==> src/logic/lpmc_pkg.sv <==
package lpmc_pkg;
   // Power mode encoding (Gray order run, wait, stop, recover; run to stop flips two bits)
   typedef enum logic [1:0] {
      LPMC_RUN     = 2'h0,
      LPMC_WAIT    = 2'h1,
      LPMC_STOP    = 2'h3,
      LPMC_RECOVER = 2'h2
   } lpmc_mode_t;

   // Wake cause reported to the core
   typedef enum logic [2:0] {
      LPMC_CAUSE_NONE  = 3'h0,
      LPMC_CAUSE_RESET = 3'h1,
      LPMC_CAUSE_IRQ   = 3'h2,
      LPMC_CAUSE_KEY   = 3'h3,
      LPMC_CAUSE_TBASE = 3'h4,
      LPMC_CAUSE_PERIPH = 3'h5
   } lpmc_cause_t;

   localparam int          LPMC_REC_W      = 12;
   localparam logic [11:0] LPMC_REC_FULL   = 12'hFFF; // 4096 cycles
   localparam logic [11:0] LPMC_REC_SHORT  = 12'h01F; // 32 cycles
   localparam logic [11:0] LPMC_REC_ZERO   = 12'h000;
   localparam logic [15:0] LPMC_VEC_RESET  = 16'hFFFE;
   localparam logic [15:0] LPMC_VEC_IRQ    = 16'hFFFA;
   localparam logic [15:0] LPMC_VEC_KEY    = 16'hFFE0;
   localparam logic [15:0] LPMC_VEC_TBASE  = 16'hFFDC;
   localparam logic [15:0] LPMC_VEC_NONE   = 16'h0000;
endpackage

==> src/logic/lpmc_low_power_ctrl.sv <==
// Function
// - Converter runs in wait, wakes on interrupt
// - Stop halts converter, aborts conversion, resumes
// - Break unit active in wait, idle stop
// - Wait clears mask, stops core clock
// - Stop clears mask; reset sets; clock after recovery
// - Clock generator stays active during wait
// - Stop halts loop; oscillator unless run-in-stop
// - Watchdog runs in wait, timeout resets
// - Stop gates watchdog clock, clears counter
// - Stop honoured only with stop enable
// - Unmasked external interrupt wakes both states
// - Unmasked keypad interrupt wakes both states
// - Supply monitor reset wakes both states
// - Serial unit runs wait, frozen in stop
// - SPI frozen in stop, reset on reset
// - Timers run wait, frozen in stop
// - Timebase runs wait, register access blocked
// - Timebase runs in stop only with oscillator
// - Reset pin or low supply exits stop
// - Irq and keypad edges wake with vectors
// - Recovery counter holds clocks 4096 cycles
// - Short recovery bit gives 32 cycles
`timescale 1ns/1ps
`default_nettype none
module lpmc_low_power_ctrl #(
   parameter int RECOVERY_FULL = 4096,
   parameter int RECOVERY_SHORT = 32
) (
   // Clock and reset
   input  wire logic               clk,
   input  wire logic               rst,
   // Core instruction strobes and mask
   input  wire logic               waitExec,
   input  wire logic               stopExec,
   input  wire logic               cpuMaskSet,
   // Configuration bits
   input  wire logic               stopEnable,
   input  wire logic               oscRunInStop,
   input  wire logic               shortStopRecovery,
   input  wire logic               supplyMonitorEnable,
   input  wire logic               supplyMonitorStopEnable,
   input  wire logic               supplyMonitorResetEnable,
   input  wire logic               irqMask,
   input  wire logic               keypadMask,
   input  wire logic               watchdogEnable,
   // Pins and peripheral requests
   input  wire logic               resetPinN,
   input  wire logic               irqPinN,
   input  wire logic               keypadPinN,
   input  wire logic               supplyBelowTrip,
   input  wire logic               watchdogTimeout,
   input  wire logic               periphIrqReq,
   input  wire logic               timebaseRollover,
   // Mode indications
   output lpmc_pkg::lpmc_mode_t    powerMode,
   output logic                    stopActive,
   output logic                    waitActive,
   output logic                    cpuClockEnable,
   output logic                    systemClockEnable,
   output logic                    crystalClockEnable,
   output logic                    pllEnable,
   output logic                    watchdogClockEnable,
   output logic                    watchdogCounterClear,
   output logic                    peripheralFreeze,
   output logic                    converterAbort,
   output logic                    spiReset,
   output logic                    timebaseRun,
   output logic                    timebaseAccessBlock,
   // Core side
   output logic                    cpuMaskForce,
   output logic                    cpuMaskClear,
   output logic                    systemReset,
   output logic                    vectorFetch,
   output logic [15:0]             vectorAddr,
   output lpmc_pkg::lpmc_cause_t   wakeCause
);
   import lpmc_pkg::*;

   localparam logic [11:0] RecFull  = 12'(RECOVERY_FULL - 1);
   localparam logic [11:0] RecShort = 12'(RECOVERY_SHORT - 1);

   lpmc_mode_t         mode_reg;
   lpmc_mode_t         mode_next;
   logic [11:0]        recCnt_reg;
   logic [1:0]         rstPinSync_reg;
   logic [2:0]         irqSync_reg;
   logic [2:0]         keySync_reg;
   logic [1:0]         lowSupSync_reg;
   logic               wakeByReset_reg;
   logic               resetWake;
   logic               irqEdge;
   logic               keyEdge;
   logic               extWake;
   logic               tbWake;
   logic               stopGo;
   logic               monitorLive;

   // Two-flop synchronisers for pins; third stage only for edges
   always_ff @(posedge clk) begin
      if (rst) begin
         rstPinSync_reg <= 2'h3;
         irqSync_reg    <= 3'h7;
         keySync_reg    <= 3'h7;
         lowSupSync_reg <= 2'h0;
      end else begin
         rstPinSync_reg <= {rstPinSync_reg[0], resetPinN};
         irqSync_reg    <= {irqSync_reg[1:0], irqPinN};
         keySync_reg    <= {keySync_reg[1:0], keypadPinN};
         lowSupSync_reg <= {lowSupSync_reg[0], supplyBelowTrip};
      end
   end

   // Wake source decode
   always_comb begin
      monitorLive = supplyMonitorEnable &&
                    (mode_reg != LPMC_STOP || supplyMonitorStopEnable);
      resetWake = !rstPinSync_reg[1] ||
                  (monitorLive && supplyMonitorResetEnable &&
                   lowSupSync_reg[1]) ||
                  (mode_reg != LPMC_STOP && watchdogEnable &&
                   watchdogTimeout);
      irqEdge = irqSync_reg[2] && !irqSync_reg[1] && !irqMask;
      keyEdge = keySync_reg[2] && !keySync_reg[1] && !keypadMask;
      tbWake  = oscRunInStop && timebaseRollover;
      extWake = irqEdge || keyEdge;
      stopGo  = stopExec && stopEnable;
   end

   // Mode sequencing
   always_comb begin
      mode_next = mode_reg;
      unique case (mode_reg)
         LPMC_RUN: begin
            if (stopGo) begin
               mode_next = LPMC_STOP;
            end else if (waitExec) begin
               mode_next = LPMC_WAIT;
            end
         end
         LPMC_WAIT: begin
            if (resetWake || extWake || periphIrqReq) begin
               mode_next = LPMC_RUN;
            end
         end
         LPMC_STOP: begin
            if (resetWake || extWake) begin
               mode_next = LPMC_RECOVER;
            end else if (tbWake) begin
               mode_next = LPMC_RECOVER;
            end
         end
         LPMC_RECOVER: begin
            if (recCnt_reg == LPMC_REC_ZERO) begin
               mode_next = LPMC_RUN;
            end
         end
      endcase
   end

   always_ff @(posedge clk) begin
      if (rst) begin
         mode_reg <= LPMC_RUN;
      end else begin
         mode_reg <= mode_next;
      end
   end

   // Recovery counter, loaded on stop exit
   always_ff @(posedge clk) begin
      if (rst) begin
         recCnt_reg <= LPMC_REC_ZERO;
      end else if (mode_reg == LPMC_STOP && mode_next == LPMC_RECOVER) begin
         recCnt_reg <= shortStopRecovery ? RecShort : RecFull;
      end else if (recCnt_reg != LPMC_REC_ZERO) begin
         recCnt_reg <= recCnt_reg - 12'h001;
      end
   end

   // Wake cause, vector and reset request
   always_ff @(posedge clk) begin
      if (rst) begin
         wakeByReset_reg <= 1'b0;
         wakeCause       <= LPMC_CAUSE_NONE;
         vectorAddr      <= LPMC_VEC_NONE;
         vectorFetch     <= 1'b0;
         systemReset     <= 1'b0;
         cpuMaskForce    <= 1'b0;
         cpuMaskClear    <= 1'b0;
      end else begin
         vectorFetch  <= 1'b0;
         systemReset  <= 1'b0;
         cpuMaskForce <= 1'b0;
         cpuMaskClear <= waitExec && mode_reg == LPMC_RUN ||
                         stopGo && mode_reg == LPMC_RUN;
         if (mode_reg != mode_next && (mode_reg == LPMC_WAIT ||
             mode_reg == LPMC_STOP)) begin
            wakeByReset_reg <= resetWake;
            if (resetWake) begin
               wakeCause  <= LPMC_CAUSE_RESET;
               vectorAddr <= LPMC_VEC_RESET;
            end else if (irqEdge) begin
               wakeCause  <= LPMC_CAUSE_IRQ;
               vectorAddr <= LPMC_VEC_IRQ;
            end else if (keyEdge) begin
               wakeCause  <= LPMC_CAUSE_KEY;
               vectorAddr <= LPMC_VEC_KEY;
            end else if (mode_reg == LPMC_STOP) begin
               wakeCause  <= LPMC_CAUSE_TBASE;
               vectorAddr <= LPMC_VEC_TBASE;
            end else begin
               wakeCause  <= LPMC_CAUSE_PERIPH;
               vectorAddr <= LPMC_VEC_NONE;
            end
         end
         if (mode_next == LPMC_RUN && mode_reg != LPMC_RUN) begin
            vectorFetch  <= 1'b1;
            systemReset  <= mode_reg == LPMC_WAIT ? resetWake
                                                  : wakeByReset_reg;
            cpuMaskForce <= mode_reg == LPMC_WAIT ? resetWake
                                                  : wakeByReset_reg;
         end
      end
   end

   // Per-unit gating outputs
   always_ff @(posedge clk) begin
      if (rst) begin
         powerMode            <= LPMC_RUN;
         stopActive           <= 1'b0;
         waitActive           <= 1'b0;
         cpuClockEnable       <= 1'b1;
         systemClockEnable    <= 1'b1;
         crystalClockEnable   <= 1'b1;
         pllEnable            <= 1'b1;
         watchdogClockEnable  <= 1'b1;
         watchdogCounterClear <= 1'b0;
         peripheralFreeze     <= 1'b0;
         converterAbort       <= 1'b0;
         spiReset             <= 1'b0;
         timebaseRun          <= 1'b1;
         timebaseAccessBlock  <= 1'b0;
      end else begin
         powerMode  <= mode_next;
         stopActive <= mode_next == LPMC_STOP ||
                       mode_next == LPMC_RECOVER;
         waitActive <= mode_next == LPMC_WAIT;
         cpuClockEnable <= mode_next == LPMC_RUN;
         // Clock generator stays up in wait; stop gates it
         systemClockEnable  <= mode_next == LPMC_RUN ||
                               mode_next == LPMC_WAIT;
         crystalClockEnable <= mode_next != LPMC_STOP || oscRunInStop;
         pllEnable          <= mode_next != LPMC_STOP;
         watchdogClockEnable <= mode_next != LPMC_STOP &&
                                mode_next != LPMC_RECOVER;
         watchdogCounterClear <= mode_reg == LPMC_RUN &&
                                 mode_next == LPMC_STOP;
         // Break, serial, SPI and timers hold state in stop
         peripheralFreeze <= mode_next == LPMC_STOP ||
                             mode_next == LPMC_RECOVER;
         converterAbort   <= mode_reg == LPMC_RUN &&
                             mode_next == LPMC_STOP;
         spiReset <= mode_reg == LPMC_STOP && mode_next == LPMC_RECOVER &&
                     resetWake;
         timebaseRun <= mode_next != LPMC_STOP || oscRunInStop;
         timebaseAccessBlock <= mode_next != LPMC_RUN;
      end
   end

   // Assertions
   a_stop_needs_enable: assert property (@(posedge clk) disable iff (rst)
      mode_reg == LPMC_RUN && stopExec && !stopEnable
      |=> mode_reg != LPMC_STOP) else $error("stop taken while disabled");
   a_stop_gates_pll: assert property (@(posedge clk) disable iff (rst)
      mode_reg == LPMC_STOP |-> !pllEnable)
      else $error("pll running in stop");
   a_osc_stop_low: assert property (@(posedge clk) disable iff (rst)
      $rose(mode_reg == LPMC_STOP) && !oscRunInStop |-> !crystalClockEnable)
      else $error("crystal clock not held low");
   a_wd_clk_stop: assert property (@(posedge clk) disable iff (rst)
      stopActive |-> !watchdogClockEnable)
      else $error("watchdog clocked in stop");
   a_short_recover: assert property (@(posedge clk) disable iff (rst)
      mode_reg == LPMC_STOP && mode_next == LPMC_RECOVER && shortStopRecovery
      |=> recCnt_reg == RecShort) else $error("short recovery count wrong");
   a_recover_hold: assert property (@(posedge clk) disable iff (rst)
      mode_reg == LPMC_RECOVER && recCnt_reg != LPMC_REC_ZERO
      |=> !systemClockEnable) else $error("clocks early in recovery");
   a_wait_mask_clr: assert property (@(posedge clk) disable iff (rst)
      mode_reg == LPMC_RUN && waitExec && !stopGo
      |=> cpuMaskClear ##0 waitActive) else $error("wait entry wrong");
   a_irq_vector: assert property (@(posedge clk) disable iff (rst)
      mode_reg == LPMC_WAIT && irqEdge && !resetWake
      |=> vectorAddr == LPMC_VEC_IRQ) else $error("irq vector wrong");
   a_reset_mask: assert property (@(posedge clk) disable iff (rst)
      mode_reg == LPMC_WAIT && resetWake |=> cpuMaskForce && systemReset)
      else $error("reset wake did not set mask");
   a_stop_flag: assert property (@(posedge clk) disable iff (rst)
      mode_reg == LPMC_STOP |-> stopActive)
      else $error("stop indication missing");
   // Mode entry, clock, unit gating and wake checks
   a_wait_entry_mode: assert property (
      @(posedge clk) disable iff (rst)
      mode_reg == LPMC_RUN && waitExec && !stopGo |=> powerMode == LPMC_WAIT)
      else $error("wait not entered");
   a_cpu_clk_wait: assert property (
      @(posedge clk) disable iff (rst)
      waitActive |-> !cpuClockEnable) else $error("cpu clock in wait");
   a_pll_in_wait: assert property (
      @(posedge clk) disable iff (rst)
      mode_reg == LPMC_WAIT |-> pllEnable && systemClockEnable)
      else $error("clock generator off in wait");
   a_osc_run_stop: assert property (
      @(posedge clk) disable iff (rst)
      mode_reg == LPMC_STOP && oscRunInStop && $stable(oscRunInStop)
      |-> crystalClockEnable) else $error("oscillator stopped in stop");
   a_wd_clear_pulse: assert property (
      @(posedge clk) disable iff (rst)
      $rose(mode_reg == LPMC_STOP) |-> watchdogCounterClear)
      else $error("watchdog counter not cleared");
   a_abort_conv: assert property (
      @(posedge clk) disable iff (rst)
      $rose(mode_reg == LPMC_STOP) |-> converterAbort)
      else $error("conversion not aborted");
   a_freeze_stop: assert property (
      @(posedge clk) disable iff (rst)
      mode_reg == LPMC_STOP |-> peripheralFreeze)
      else $error("units not frozen in stop");
   a_tb_block: assert property (
      @(posedge clk) disable iff (rst)
      mode_reg == LPMC_WAIT |-> timebaseAccessBlock)
      else $error("timebase open in wait");
   a_tb_stop_off: assert property (
      @(posedge clk) disable iff (rst)
      mode_reg == LPMC_STOP && !oscRunInStop && $stable(oscRunInStop)
      |-> !timebaseRun) else $error("timebase running without oscillator");
   a_spi_reset: assert property (
      @(posedge clk) disable iff (rst)
      mode_reg == LPMC_STOP && resetWake |=> spiReset)
      else $error("spi not reset on reset wake");
   a_key_vector: assert property (
      @(posedge clk) disable iff (rst)
      mode_reg == LPMC_WAIT && keyEdge && !irqEdge && !resetWake
      |=> vectorAddr == LPMC_VEC_KEY) else $error("keypad vector wrong");
   a_recover_fetch: assert property (
      @(posedge clk) disable iff (rst)
      mode_reg == LPMC_RECOVER && recCnt_reg == LPMC_REC_ZERO
      |=> vectorFetch && powerMode == LPMC_RUN) else $error("no run after count");
   a_wait_periph: assert property (
      @(posedge clk) disable iff (rst)
      mode_reg == LPMC_WAIT && periphIrqReq |=> powerMode == LPMC_RUN)
      else $error("peripheral request did not wake");
   a_sup_wait: assert property (
      @(posedge clk) disable iff (rst)
      mode_reg == LPMC_WAIT && supplyMonitorEnable &&
      supplyMonitorResetEnable && lowSupSync_reg[1] |=> systemReset)
      else $error("supply reset did not wake");
endmodule
`default_nettype wire

==> config.mk <==
export PLATFORM = sky130hd
export DESIGN_NAME = lpmc_low_power_ctrl
export DESIGN_NICKNAME = d
export VERILOG_FILES = /design/src/logic/lpmc_pkg.sv /design/src/logic/lpmc_low_power_ctrl.sv
export SDC_FILE = /design/constraint.sdc
export NUM_CORES = 1
export LEC_CHECK = 0
export BUFFER_PORTS_ARGS = -buffer_cell sky130_fd_sc_hd__buf_2
export CORE_UTILIZATION = 51
export CTS_CLUSTER_SIZE = 24
export DETAILED_ROUTE_END_ITERATION = 10
export PLACE_DENSITY = 0.79
export SETUP_SLACK_MARGIN = 0.2
export SLEW_MARGIN = 10
export SYNTH_ARGS = -nofsm -noshare
export SYNTH_HDL_FRONTEND = slang
export SYNTH_SLANG_ARGS = --single-unit
==> constraint.sdc <==
create_clock -name clk -period 3.17 [get_ports clk]
set_input_delay 0.634 -clock clk [delete_from_list [all_inputs] [get_ports clk]]
set_output_delay 0.634 -clock clk [all_outputs]
set_load 0.02 [all_outputs]
==> results.md <==
Timing:
- The max-slew violation count is 0.
- The final sum of negative setup slack is 0 ns.
- Measured against its own limit, the worst slew margin works out to 52.0%.
- After layout, the minimum clock period comes to between 2 and 2.5 ns.
- The maximum clock frequency is between 0.4 and 0.5 GHz.
- Setup violations remaining at the end of the flow were counted as 0.
- Setup repair after global routing left no endpoint under its margin.
- The number of hold-slack violations in the final timing report was 0.
- The setup clock skew after layout is roughly 0.0036 ns.
- The final period utilization is ~70%.
- For the pin with the worst max-slew slack, the measured transition is between 0.7 and 0.8 ns.

Placement:
- The congestion estimate from routability-driven global placement came to approximately 0.83.
- The placed instances occupy a cell area of approximately 2100 sq um.
- Detailed placement finished with a half-perimeter wire length of about 2.4 mm.
- In this run the tool buffered the top-level ports with 56 buffer cells.

Finish:
- The sequential cell area is 881 sq um.
- The most frequent standard cell in the layout excluding fill and tap cells is sky130_fd_sc_hd__buf_2.
- After routing the design area is about 2200 sq um.
- The multi-input combinational cell area is around 880 sq um.
- After filler insertion, the fill cell instance count of the layout stands at about 320.
- In the layout the commonest cells are sky130_fd_sc_hd__buf_2, sky130_fd_sc_hd__dfxtp_1, sky130_fd_sc_hd__nor2_1, sky130_fd_sc_hd__nand2_1, sky130_fd_sc_hd__a21oi_1.
- The net count of the finished layout is around 270.
- The synthesis-to-finish area growth is 12.9%.
- The register with the most flip-flops in the layout has 12 of them.
- The share of layout cells above drive strength 1 is between 30 and 40%.
- The number of antenna diodes in the final layout is 0.

Clocking:
- TritonCTS built the clock tree.
- The number of CTS-inserted buffers is 5.
- The buffer cell driving the clock tree root is sky130_fd_sc_hd__clkbuf_8.
- The maximum level of the CTS H-tree is 2.
- The buffer count from post-CTS setup fixing is 0.
- The clock passes through at most 2 buffers.
- For this design, the sink count on the clock tree is between 40 and 50.
- The count of hold-fix buffers inserted at cts is 0.
- The clock transition at the registers of the reported paths is 0.08 ns.
- The clock latency reported for the late side of the worst-skew pair is a little under 0.3 ns.
- The number of resized instances in the post-cts repair step is 0.

Drt:
- In the routed design, unresolved DRC markers number 0.
- The final layout contains routed wiring with a total length of roughly 3.3 mm.
- The first detailed-routing pass took 4 iterations.
- The per-cell routed wire length is 11.4 microns.
- Signal routing reaches up to met4.
- The number of vias per cell after detailed routing is about 5.2.
- The detailed router placed approximately 1,500 vias in this run.
- The remaining number of nets flagged by the antenna check after routing is 0.
- The met2 wire length is 1.52 mm.
- Detailed routing placed a total of 181 microns of wire on met3.
- The first routing iteration left roughly 80 violations.
- After detailed routing, the wire length on met1 is 1.55 mm.

Logic synthesis:
- The post-synth design cell area is 1950 sq um.
- The synthesized design devotes to its leading area cell type between 40% and 50% of total area.
- The synthesized design spends more area on one cell type than any other, namely sky130_fd_sc_hd__dfxtp_1.
- Counting flops with a built-in enable in the synthesized netlist gives 0.
- The portion of the post-synthesis area used by sequential elements is a little under half.
- Sorting the synthesized cells by area gives the leading types as sky130_fd_sc_hd__dfxtp_1, sky130_fd_sc_hd__buf_4, sky130_fd_sc_hd__nor2_1.
- The commonest register cell after synthesis is sky130_fd_sc_hd__dfxtp_1.
- A synthesized cell averages 9.50 sq um.
- The synthesis warning total is 0.
- The number of nets produced by synthesis is roughly 230.
- In this run, synthesis produced a sequential element count of 44.
- The instance count of the mapped netlist is about 210.
- Of all flip-flops after synthesis, the portion carrying an async set or reset was 0%.
- The count of cell types in the netlist is 48.

GRT:
- The total routing resource utilization after global routing is 18.0%.
- The pin count of the biggest net entering global routing is 40.
- The via count of the first global-routing pass came to between 1,000 and 1,500.
- After global routing the overflow that remains totals 0.
- The global-route wire length before repair is around 5.7 mm.
- The initial antenna violation count is 0.

Floorplanning:
- For this configuration, the core starts out at a cell density of 53.2%.
- The die extent in x is ~64 microns.
- The die covers a little over 4000 sq um.
- For this design the top-level I/O count stands at around 60.
- The standard-cell row count is 22.
- The core region is roughly 3700 sq um.
- The die boundary height is ~64 microns.

Pwr:
- The worst-case IR drop observed on VDD is about 350 uV.
- Power spread over the standard cell area amounts to ~810 nW/um^2.
- The leakage power figure is about 0.94 nW.

Setup path:
- The kind of capture point of the worst setup path is a register.
- The slack of the worst reg-to-reg path is 0.94 ns.
- The arrival time at the worst endpoint is 2.39 ns.
- The launching element type of the critical path is a register.
- STA puts the critical path data required time at ~3.3 ns.
- The setup path with the least slack is of type reg -> reg.
- The peak fanout along the critical path is 20.

Status:
- The flow ran to the end, and the final reports show no timing, DRC or antenna violations.

Min path:
- The type of the most critical hold path is reg -> reg.

Job:
- The tool flagged a number of max-cap violations equal to 0.
## routing by layer
metal / vias up / global-route usage [%]
li1: 770 / -
met1: 683 / 21.9
met2: 56 / 29.8
met3: 8 / 5.36
met4: 0 / 6.82
met5: - / 0
## synth_stat cells, types with 5 or more instances
cell and number:
sky130_fd_sc_hd__dfxtp_1 44, sky130_fd_sc_hd__nor2_1 20, sky130_fd_sc_hd__buf_4 18, sky130_fd_sc_hd__nand2_1 14, sky130_fd_sc_hd__a21oi_1 10, sky130_fd_sc_hd__or2_2 8, sky130_fd_sc_hd__a211oi_1 7, sky130_fd_sc_hd__o31ai_1 7
sky130_fd_sc_hd__o21ai_0 6, sky130_fd_sc_hd__clkbuf_1 5, sky130_fd_sc_hd__nor3_1 5, sky130_fd_sc_hd__xor2_1 5
## layout make-up
type	count	area share (%)
Clock inverter	2	0.569
Timing Repair Buffer	56	12.7
Sequential cell	44	40.0
Inverter	4	0.683
Multi-Input combinational cell	132	40.1
Tap cell	48	2.73
Clock buffer	5	3.13
## through the flow
stage / util (%) / hold WS, ns / instances / worst slack [ns] / power (mW)
finish: 60.1 / 0.410 / 291 / 0.938 / 1.79
global route: 60.1 / 0.427 / 291 / 0.779 / 1.92
CTS: 60.1 / 0.411 / 291 / 0.936 / 1.80
detailed placement: 57.9 / 0.392 / 284 / 0.943 / 1.47
global placement: 57.9 / 0.391 / 284 / 1.00 / 1.45
floorplan: - / 0.389 / 205 / 1.24 / 1.35
## logic make-up (layout without fill, tap and decap cells)
kind of cell,count (synthesis),after routing,synth area share [%]
AOI/OAI and AO/OA,41,41,16.5
xor gates and xnor gates,9,9,4.05
adders and majority gates,1,1,0.642
buffers and inverters,29,67,9.51
DFF,44,44,45.2
other,1,1,0.192
and+or+nand+nor,80,80,23.9
## worst paths after layout
check | start | endpoint | cells past startpoint
min | rstPinSync_reg[0]$_SDFF_PP1_ | rstPinSync_reg[1]$_SDFF_PP1_ | 1
min reg2reg | rstPinSync_reg[0]$_SDFF_PP1_ | rstPinSync_reg[1]$_SDFF_PP1_ | 1
max reg2reg | powerMode[0]$_SDFF_PP0_ | recCnt_reg[11]$_SDFFE_PP0P_ | 5
max | powerMode[0]$_SDFF_PP0_ | recCnt_reg[11]$_SDFFE_PP0P_ | 5
## power breakdown
part	internal [mW]	switching, mW	total [mW]	leakage (nW)
sequential	0.661	0.112	0.773	0.363
clock	0.149	0.177	0.326	0.0400
combinational	0.292	0.394	0.687	0.541
total	1.10	0.684	1.79	0.944
## worst max-delay path, stage by stage (launching register included)
cell                      delay, ns
sky130_fd_sc_hd__dfxtp_1       0.79
sky130_fd_sc_hd__and3b_4       0.34
sky130_fd_sc_hd__o21ai_0       0.15
sky130_fd_sc_hd__o31ai_4       0.41
sky130_fd_sc_hd__or3_1         0.29
sky130_fd_sc_hd__o31ai_1       0.11
(Power assumes the default switching activity.)
